## src/rtl/eac_pkg.sv

```systemverilog
package eac_pkg;
  // ----------------------------------------------------------------
  // storage geometry
  // ----------------------------------------------------------------
  localparam int ADDR_W = 9;
  localparam int DEPTH  = 512;
  localparam logic [7:0] ERASED_BYTE = 8'hFF;

  // ----------------------------------------------------------------
  // core-side i/o register selects and control bits
  // ----------------------------------------------------------------
  localparam logic [1:0] IO_ADDR_LO = 2'h0;
  localparam logic [1:0] IO_ADDR_HI = 2'h1;
  localparam logic [1:0] IO_DATA    = 2'h2;
  localparam logic [1:0] IO_CTRL    = 2'h3;
  localparam int CB_RSTB  = 0;
  localparam int CB_WSTB  = 1;
  localparam int CB_ARM   = 2;
  localparam int CB_RIE   = 3;
  localparam int CB_PM_LO = 4;

  typedef enum logic [1:0] {
    PM_ERASE_WRITE = 2'h0,
    PM_ERASE       = 2'h1,
    PM_WRITE       = 2'h2,
    PM_RSVD        = 2'h3
  } eac_mode_t;

  // ----------------------------------------------------------------
  // timing
  // ----------------------------------------------------------------
  localparam int RD_STALL_CYC  = 4;
  localparam int WR_STALL_CYC  = 2;
  localparam int ARM_WIN_CYC   = 4;
  localparam int RC_ATOMIC_CYC = 26368;
  localparam int T_ATOMIC_US   = 3400;
  localparam int T_SPLIT_US    = 1800;
  localparam int RC_SPLIT_CYC  = RC_ATOMIC_CYC * T_SPLIT_US / T_ATOMIC_US;
  localparam int TICK_W        = 15;

  // ----------------------------------------------------------------
  // controller apb map
  // ----------------------------------------------------------------
  localparam int APB_AW = 12;
  localparam logic [11:0] REG_ADDR = 12'h000;
  localparam logic [11:0] REG_DATA = 12'h004;
  localparam logic [11:0] REG_CFG  = 12'h008;
  localparam logic [11:0] REG_CMD  = 12'h00C;
  localparam logic [11:0] REG_STAT = 12'h010;
  localparam int CMD_RD  = 0;
  localparam int CMD_WR  = 1;
  localparam int CFG_RIE = 2;
endpackage

```

## src/rtl/eac_if.sv

```systemverilog
`timescale 1ns/1ps
interface eac_if #(parameter int AW = eac_pkg::ADDR_W);
  logic       io_we;
  logic       io_re;
  logic [1:0] io_addr;
  logic [7:0] io_wdata;
  logic [7:0] io_rdata;
  logic       core_stall;
  logic       ready_irq;

  modport dev (
    input  io_we, io_re, io_addr, io_wdata,
    output io_rdata, core_stall, ready_irq
  );
  modport core (
    output io_we, io_re, io_addr, io_wdata,
    input  io_rdata, core_stall, ready_irq
  );
endinterface

```

## src/rtl/eac_host.sv

```systemverilog
// Register access over APB and the address map were chosen for this implementation.
`timescale 1ns/1ps
module eac_host #(
  parameter int AW = eac_pkg::ADDR_W
) (
  // clock and reset
  input  wire logic        pclk,
  input  wire logic        presetn,
  // apb slave
  input  wire logic        psel,
  input  wire logic        penable,
  input  wire logic        pwrite,
  input  wire logic [11:0] paddr,
  input  wire logic [31:0] pwdata,
  output logic      [31:0] prdata,
  output logic             pready,
  output logic             pslverr,
  // self-programming engine busy
  input  wire logic        self_program_busy,
  // storage controller register port
  eac_if.core              io
);
  typedef enum logic [3:0] {
    S_IDLE, S_POLL, S_CHK, S_SPM, S_ALO, S_AHI, S_DAT,
    S_ARM, S_WSTB, S_RSTB, S_RDAT, S_RCAP
  } eac_hstate_t;

  eac_hstate_t   st_q;
  logic          pready_q;
  logic          pslverr_q;
  logic [31:0]   prdata_q;
  logic [AW-1:0] addr_q;
  logic [7:0]    wbyte_q;
  logic [7:0]    rbyte_q;
  logic [1:0]    mode_q;
  logic          rie_q;
  logic          is_wr_q;
  logic          wbusy_q;
  logic          done_q;
  logic          we_q;
  logic          re_q;
  logic [1:0]    ioa_q;
  logic [7:0]    iod_q;

  // ----------------------------------------------------------------
  // apb decode
  // ----------------------------------------------------------------
  logic        setup_end;
  logic        wr_acc;
  logic        idle;
  logic        hit;
  logic        go;
  logic [7:0]  ctl_base;
  logic [31:0] rd_mux;

  assign setup_end = psel & penable & ~pready_q;
  assign wr_acc    = psel & penable & pready_q & pwrite;
  assign idle      = (st_q == S_IDLE);
  assign hit       = (paddr == eac_pkg::REG_ADDR) | (paddr == eac_pkg::REG_DATA)
                   | (paddr == eac_pkg::REG_CFG) | (paddr == eac_pkg::REG_CMD)
                   | (paddr == eac_pkg::REG_STAT);
  assign rd_mux    = (paddr == eac_pkg::REG_ADDR) ? 32'(addr_q) :
                     (paddr == eac_pkg::REG_DATA) ? 32'(rbyte_q) :
                     (paddr == eac_pkg::REG_CFG)  ? 32'({rie_q, mode_q}) :
                     (paddr == eac_pkg::REG_STAT) ?
                       32'({done_q, self_program_busy, io.ready_irq, wbusy_q, ~idle}) :
                     32'h0000_0000;
  // the core is halted while stalled and never issues back to back
  assign go        = ~io.core_stall & ~we_q & ~re_q;
  assign ctl_base  = (8'(mode_q) << eac_pkg::CB_PM_LO) | (8'(rie_q) << eac_pkg::CB_RIE);

  always_ff @(posedge pclk or negedge presetn) begin
    if (!presetn) begin
      pready_q  <= 1'b0;
      pslverr_q <= 1'b0;
      prdata_q  <= 32'h0000_0000;
    end else begin
      pready_q <= setup_end;
      if (setup_end) begin
        pslverr_q <= ~hit;
        prdata_q  <= pwrite ? 32'h0000_0000 : rd_mux;
      end
    end
  end

  always_ff @(posedge pclk or negedge presetn) begin
    if (!presetn) begin
      addr_q  <= '0;
      wbyte_q <= 8'h00;
      mode_q  <= 2'h0;
      rie_q   <= 1'b0;
    end else if (wr_acc && idle) begin
      if (paddr == eac_pkg::REG_ADDR) begin
        addr_q <= pwdata[AW-1:0];
      end
      if (paddr == eac_pkg::REG_DATA) begin
        wbyte_q <= pwdata[7:0];
      end
      if (paddr == eac_pkg::REG_CFG) begin
        mode_q <= pwdata[1:0];
        rie_q  <= pwdata[eac_pkg::CFG_RIE];
      end
    end
  end

  // ----------------------------------------------------------------
  // access sequencer, run without interruption
  // ----------------------------------------------------------------
  always_ff @(posedge pclk or negedge presetn) begin
    if (!presetn) begin
      st_q    <= S_IDLE;
      is_wr_q <= 1'b0;
      wbusy_q <= 1'b0;
      done_q  <= 1'b0;
      rbyte_q <= 8'h00;
      we_q    <= 1'b0;
      re_q    <= 1'b0;
      ioa_q   <= 2'h0;
      iod_q   <= 8'h00;
    end else begin
      we_q <= 1'b0;
      re_q <= 1'b0;
      case (st_q)
        S_IDLE: begin
          if (wr_acc && paddr == eac_pkg::REG_CMD &&
              (pwdata[eac_pkg::CMD_RD] || pwdata[eac_pkg::CMD_WR])) begin
            is_wr_q <= pwdata[eac_pkg::CMD_WR];
            done_q  <= 1'b0;
            st_q    <= S_POLL; // [RULE9]
          end
        end
        S_POLL: if (go) begin
          re_q  <= 1'b1;
          ioa_q <= eac_pkg::IO_CTRL;
          st_q  <= S_CHK;
        end
        S_CHK: if (go) begin
          wbusy_q <= io.io_rdata[eac_pkg::CB_WSTB];
          st_q    <= io.io_rdata[eac_pkg::CB_WSTB] ? S_POLL :
                     is_wr_q ? S_SPM : S_ALO; // [RULE5] [RULE6] [RULE7]
        end
        S_SPM: if (!self_program_busy) st_q <= S_ALO; // [RULE8]
        S_ALO: if (go) begin
          we_q  <= 1'b1;
          ioa_q <= eac_pkg::IO_ADDR_LO;
          iod_q <= addr_q[7:0];
          st_q  <= S_AHI;
        end
        S_AHI: if (go) begin
          we_q  <= 1'b1;
          ioa_q <= eac_pkg::IO_ADDR_HI;
          iod_q <= 8'(addr_q[AW-1:8]);
          st_q  <= is_wr_q ? S_DAT : S_RSTB;
        end
        S_DAT: if (go) begin
          we_q  <= 1'b1;
          ioa_q <= eac_pkg::IO_DATA;
          iod_q <= wbyte_q;
          st_q  <= S_ARM;
        end
        S_ARM: if (go) begin
          we_q  <= 1'b1;
          ioa_q <= eac_pkg::IO_CTRL;
          iod_q <= ctl_base | (8'h01 << eac_pkg::CB_ARM); // [RULE6]
          st_q  <= S_WSTB;
        end
        S_WSTB: if (go) begin
          we_q  <= 1'b1;
          ioa_q <= eac_pkg::IO_CTRL;
          iod_q <= ctl_base | (8'h01 << eac_pkg::CB_ARM) | (8'h01 << eac_pkg::CB_WSTB);
          done_q <= 1'b1;
          st_q  <= S_IDLE;
        end
        S_RSTB: if (go) begin
          we_q  <= 1'b1;
          ioa_q <= eac_pkg::IO_CTRL;
          iod_q <= ctl_base | (8'h01 << eac_pkg::CB_RSTB); // [RULE7]
          st_q  <= S_RDAT;
        end
        S_RDAT: if (go) begin
          re_q  <= 1'b1;
          ioa_q <= eac_pkg::IO_DATA;
          st_q  <= S_RCAP;
        end
        S_RCAP: if (go) begin
          rbyte_q <= io.io_rdata;
          done_q  <= 1'b1;
          st_q    <= S_IDLE;
        end
        default: st_q <= S_IDLE;
      endcase
    end
  end

  // ----------------------------------------------------------------
  // outputs
  // ----------------------------------------------------------------
  assign prdata      = prdata_q;
  assign pready      = pready_q;
  assign pslverr     = pslverr_q;
  assign io.io_we    = we_q;
  assign io.io_re    = re_q;
  assign io.io_addr  = ioa_q;
  assign io.io_wdata = iod_q;
endmodule

```

## src/flat_wrapper.sv

```systemverilog
// flat-port wrapper written by rule: the top's interface ports become plain ports
module eac_host_flat 
#(
  parameter int AW = eac_pkg::ADDR_W
)
  (pclk, presetn, psel, penable, pwrite, paddr, pwdata, prdata, pready, pslverr, self_program_busy, io_io_we, io_io_re, io_io_addr, io_io_wdata, io_io_rdata, io_core_stall, io_ready_irq);
  eac_if #(.AW(AW)) io_i ();
  input  wire logic pclk;
  input  wire logic presetn;
  input  wire logic psel;
  input  wire logic penable;
  input  wire logic pwrite;
  input  wire logic [11:0] paddr;
  input  wire logic [31:0] pwdata;
  output logic      [31:0] prdata;
  output logic pready;
  output logic pslverr;
  input  wire logic self_program_busy;
  output wire logic [$bits(io_i.io_we)-1:0] io_io_we;
  output wire logic [$bits(io_i.io_re)-1:0] io_io_re;
  output wire logic [$bits(io_i.io_addr)-1:0] io_io_addr;
  output wire logic [$bits(io_i.io_wdata)-1:0] io_io_wdata;
  input wire logic [$bits(io_i.io_rdata)-1:0] io_io_rdata;
  input wire logic [$bits(io_i.core_stall)-1:0] io_core_stall;
  input wire logic [$bits(io_i.ready_irq)-1:0] io_ready_irq;
  assign io_io_we = io_i.io_we;
  assign io_io_re = io_i.io_re;
  assign io_io_addr = io_i.io_addr;
  assign io_io_wdata = io_i.io_wdata;
  assign io_i.io_rdata = io_io_rdata;
  assign io_i.core_stall = io_core_stall;
  assign io_i.ready_irq = io_ready_irq;
  eac_host #(.AW(AW)) u_core (.pclk(pclk), .presetn(presetn), .psel(psel), .penable(penable), .pwrite(pwrite), .paddr(paddr), .pwdata(pwdata), .prdata(prdata), .pready(pready), .pslverr(pslverr), .self_program_busy(self_program_busy), .io(io_i));
endmodule
```

## config.mk

```make
export PLATFORM = sky130hd
export DESIGN_NAME = eac_host_flat
export DESIGN_NICKNAME = d
export VERILOG_FILES = /design/src/rtl/eac_pkg.sv /design/src/rtl/eac_if.sv /design/src/rtl/eac_host.sv /design/src/flat_wrapper.sv
export SDC_FILE = /design/constraint.sdc
export NUM_CORES = 1
export LEC_CHECK = 0
export BUFFER_PORTS_ARGS = -buffer_cell sky130_fd_sc_hd__buf_4
export CORE_MARGIN = 8
export CORE_UTILIZATION = 51
export CTS_CLUSTER_DIAMETER = 150
export DETAILED_ROUTE_END_ITERATION = 12
export MAX_ROUTING_LAYER = met4
export PLACE_DENSITY_LB_ADDON = 0.15
export SLEW_MARGIN = 20
export SYNTH_ARGS = -nofsm -noshare
export SYNTH_HDL_FRONTEND = slang
export SYNTH_SLANG_ARGS = --single-unit
```

## constraint.sdc

```tcl
create_clock -name pclk -period 2.1 [get_ports pclk]
set_input_delay 0.42 -clock pclk [delete_from_list [all_inputs] [get_ports pclk]]
set_output_delay 0.42 -clock pclk [all_outputs]
set_load 0.03 [all_outputs]
```

After elaboration in Yosys (flattened, before gate mapping)
Index checks and enable logic that the tools add are counted.
Widths: inputs -> output; s select.
- register bits: 81
- latch bits: 0
- bits in writable memories: 0
- memory bits (read-only): 0
- bits of input ports: 60
- memories kept: 0
- $add $sub $neg: 0
- $mul: 0
- divide/modulo/power cells: 0
- $lt $le $gt $ge: 0
- equal/unequal tests: 29
- shift operators: 0
- muxes and demuxes: 38
- bitwise logic cells: 17
- reductions and logical operators: 24
- operators by type and width (operator ; count):
    $mux 32 ; 4
    $mux 4 ; 13
    $mux 8 ; 6
    $pmux 8 s6 ; 1
    $pmux 4 s11 ; 1
    $eq 12x4->1 const B ; 2
    $ne 2x1->1 const B ; 12
    $eq 4x3->1 const B ; 4
    $eq 4x4->1 const B ; 4
    $eq 12x3->1 const B ; 1
    $eq 12x5->1 const B ; 1
    $logic_not 12->1 ; 1
    $reduce_and 2->1 ; 6
    $reduce_and 11->1 ; 1
    $eq 4x2->1 const B ; 2
    $mux 2 ; 4
    $pmux 2 s4 ; 1
    $reduce_and 7->1 ; 1
    $and 1x1->1 ; 6
    $not 1->1 ; 6
    $or 6x4->6 ; 1
    $reduce_bool 6->1 ; 1
    $reduce_or 2->1 ; 3
    $reduce_or 6->1 ; 1
    15 further kinds ; 25

Depth between registers and ports, before layout
- depth in word-level cells: 7
- depth in mapped cells: 6
- depth with buffers taken out: 4

Worst setup path before layout
Ideal clock, no wire load.
- path type: input to register
- start point: input paddr[1]
- end point: register u_core.wbyte_q[0]
- data arrival time: 1.806 ns
- required time: 1.975 ns
- setup slack: 0.169 ns
- cell stages on the path: 4
- path buffers: 0
- cell sequence: nor4_2 > nand3_4 > nor3b_4 > mux2_2
- cells in the longest elaborated chain, start to end: 2
- ends and longest elaborated chain (element ; RTL line ; text):
    start: declaration ; flat_wrapper.sv:13 ; input wire logic [11:0] paddr;
    $eq 12x3->1 ; eac_host.sv:96 ; if (paddr == eac_pkg::REG_DATA) begin
    $reduce_and 2->1 (no source line) ; n/a ;
    end signal: assignment ; eac_host.sv:97 ; wbyte_q <= pwdata[7:0];
    end: declaration ; eac_host.sv:33 ; logic [7:0] wbyte_q;
No other way between the ends.
A chain may end at the register's enable or synchronous reset.

Final worst setup path
- start point: register u_core.st_q[2]
- end point: register u_core.wbyte_q[6]
- cells in the longest elaborated chain, start to end: 3
- ends and longest elaborated chain (element ; RTL line ; text):
    start: declaration ; eac_host.sv:28 ; eac_hstate_t st_q;
    start signal: assignment ; eac_host.sv:139 ; st_q <= io.io_rdata[eac_pkg::CB_WSTB] ? S_POLL :
    start signal: assignment ; eac_host.sv:153 ; st_q <= is_wr_q ? S_DAT : S_RSTB;
    $logic_not 4->1 ; eac_host.sv:58 ; assign idle = (st_q == S_IDLE);
    $logic_and 1x1->1 ; eac_host.sv:92 ; end else if (wr_acc && idle) begin
    $reduce_and 2->1 (no source line) ; n/a ;
No other way between the ends.

==> metrics.md <==
| Metric | Value |
|---|---|
| Die span in y | 95.5 µm |
| Dominant synthesized flop cell | dfrtp_1 |
| Synth Register Bits | 58 |
| Register area | 1450 µm² |
| Post-CTS Setup Bufs | 0 |
| Synth top area share | between 40% and 50% |
| Critical path class | flop to flop |
| Reg2reg path depth | 6 |
| Final Hold Fails | 0 |
| Max-slew violations | 0 |
| GRT overflow | 0 |
| Largest family of logic cells by synthesized area | simple AND/OR/NAND/NOR gates |
| P_leak | 1.88 nW |
| Setup-failing EPs final | 0 |
| Starting Density | between 50 and 60% |
| Area leader, netlist | dfrtp_1 |
| CP Launch Type | flop |
| Pre-antenna DRT Iters | 5 |
| Total wire length | 8.23 mm |
| Layout cells sized above 1 | 35.0% |
| Min-delay worst type | primary input to asynchronous set/reset pin |
| Hold_buf cts | 0 |
| TritonCTS clock tree | done |
| VDD IR max | 0.631 mV |
| Largest net degree at the start of global routing | ~60 |
| Max layer used | met4 |
| Area growth syn-to-layout | 21.6% |
| Die Area | 9130 µm² |
| Die X-Extent | 95.5 µm |
| R2r endpoint | u_core.wbyte_q[6]$_DFFE_PN0P_ |
| Synth Area per Inst | approximately 10 µm² |
| First-pass GRT wire length | 13.2 mm |
| Synthesized area | 3230 µm² |
| Antenna cells | 0 |
| Drt drc | 0 |
| R2R setup slack | 210 ps |
| Async SR Flop Fraction | between 90% and 100% |
| Post-synthesis simple-gate area fraction | between 10% and 20% |
| Worst Skew | roughly 6.5 ps |
| Setup crit end kind | flop |
| Worst path arrival time | 2120 ps |
| Worst-path clk slew | 70 ps |
| CTS max path bufs | 2 |
| Wire length on met3 | 483 µm |
| Post-synth top cells | dfrtp_1 (58), mux2_2 (30), nand2_1 (29) |
| Largest cells by area after synthesis | dfrtp_1 (45%), mux2_2 (10%), buf_4 (5.4%) |
| Final Util | between 60% and 70% |
| Post-synthesis mux area share | a little over a tenth |
| Cells after Synth | 314 |
| Final ANT Viol Nets | 0 |
| Outcome | finished, final reports clean |
| Sequential share of the synthesized area | 45.0% |
| Vias in the first global route | 2580 |
| Vias | 2646 |
| RSZ-0062 raised after global routing | false |
| Initial antenna violation count | 0 |
| Filler Cells Inserted | 540 |
| Post-layout min period | between 1500 and 2000 ps |
| Synth Area in XOR/XNOR | 0.272% |
| Max_slew headroom | between 40 and 50% |
| CTS root buf | clkbuf_8 |
| Most numerous cell in the Yosys netlist | dfrtp_1 |
| Via/cell ratio | approximately 5.7 |
| Met2 wire len | between 4 and 5 mm |
| I/O Buffers | 59 |
| Final period util | 90.2% |
| Reg2Reg Launch Point | u_core.st_q[2]$_DFFE_PN0P_ |
| Hpwl dp | between 6 and 7 mm |
| Final setup TNS | 0 ps |
| Total GRT Usage | ~20% |
| CTS H-tree lvls | 3 |
| Row count | 29 |
| Core area | 6240 µm² |
| Synth Area in Compound Gates | 17.4% |
| Count of flip-flops with a built-in enable after synthesis | 0 |
| Ys Warns | 0 |
| DR WL/cell | about 18 µm |
| Detailed Route Iter0 Violations | approximately 170 |
| Post-CTS sizing | 0 |
| Area share of fa/ha/maj cells after synthesis | 0% |
| Post-Route M1 WL | 3.48 mm |
| Worst path required time | about 2300 ps |
| Net count, final | 442 |
| Final Wtd Congestion | 0.837 |
| Pwr Density | 1050 nW/µm² |
| Crit-path max FO | 12 |
| Clk sink count | 58 |
| Clk Latency, worst-skew pair | 340 ps |
| Maxcap violations | 0 |
| Area taken by multi-input logic gates | 1570 µm² |
| Worst Tran Pin Value | approximately 860 ps |
| Num CTS Buffers | 9 |
| Peak Freq | ~530 MHz |
| Synth unique cells | 60 |
| IO Count | 106 |
==> report_power, final <==
part / internal, W / switching, W / total (W) / leakage (nW)
Sequential: 0.00132 / 0.000151 / 0.00147 / 0.779
Clock: 0.000551 / 0.000442 / 0.000993 / 0.0948
Combinational: 0.000648 / 0.00101 / 0.00166 / 1.01
==> cells in the final DEF (no fill, tap or decap), types with 12 or more instances in the layout <==
master,count
mux2_2,30
nor2_1,20
conb_1,23
buf_4,74
o21ai_0,12
dfrtp_1,58
nand2_1,29
clkbuf_8,13
==> worst max-delay path: stages (launching register included) <==
cell and delay (ps):
dfrtp_1 530, nor4_2 230, buf_4 180, nand2_4 80, nor3b_4 260, buf_12 160
mux2_2 330
==> per-layer routing <==
metal | GRT usage [%] | vias to the layer above
met4 | 9.35 | 0
met1 | 24.8 | 1293
met2 | 29.4 | 92
li1 | - | 1244
met5 | - | -
met3 | 3.46 | 17
==> metrics by stage <==
stage	cells	instance area [µm²]	total power (W)	hold WS, ps	setup slack, ps
after global routing	463	3920	0.00436	192	25.4
after global placement	448	3730	0.00312	468	102
final	463	3920	0.00413	128	207
after CTS	463	3920	0.00413	162	191
after detailed placement	448	3730	0.00315	469	60.9
after floorplan	336	3310	0.00266	124	169
==> registers in the layout, summed over array words and instances (netlist names), 2 cells and up <==
register / flops
u_core.st_q: 4
u_core.io.io_addr: 2
u_core.mode_q: 2
u_core.prdata: 9
u_core.io.io_wdata: 8
u_core.addr_q: 9
u_core.wbyte_q: 8
u_core.rbyte_q: 8
==> how the worst max path moves through the flow <==
stage / endpoint / slack [ps] / startpoint
after floorplan: u_core.wbyte_q[0]$_DFFE_PN0P_ / 170 / paddr[1]
after global placement: u_core.is_wr_q$_DFFE_PN0P_ / 100 / paddr[1]
after detailed placement: u_core.is_wr_q$_DFFE_PN0P_ / 60 / paddr[1]
after CTS: u_core.is_wr_q$_DFFE_PN0P_ / 190 / u_core.st_q[2]$_DFFE_PN0P_
after global routing: u_core.io.io_wdata[3]$_DFFE_PN0P_ / 30 / u_core.st_q[2]$_DFFE_PN0P_
final: u_core.wbyte_q[6]$_DFFE_PN0P_ / 210 / u_core.st_q[2]$_DFFE_PN0P_
==> area by class of cell <==
class	count	area share [%]
multi-input combinational	227	39.9
sequential	58	37.0
timing repair buffer	75	14.7
clock buffer	14	4.66
tap	77	2.46
inverter	11	1.05
clock inverter	1	0.191
==> cells by family (layout without fill, tap and decap cells) <==
group | after synthesis | in the layout
AOI/OAI and AO/OA | 76 | 76
xor gates and xnor gates | 1 | 1
buffers and inverters | 51 | 101
DFF | 58 | 58
muxes | 30 | 30
other | 1 | 23
and+or+nand+nor | 97 | 97
No activity file was read; power rests on OpenSTA's default activity.
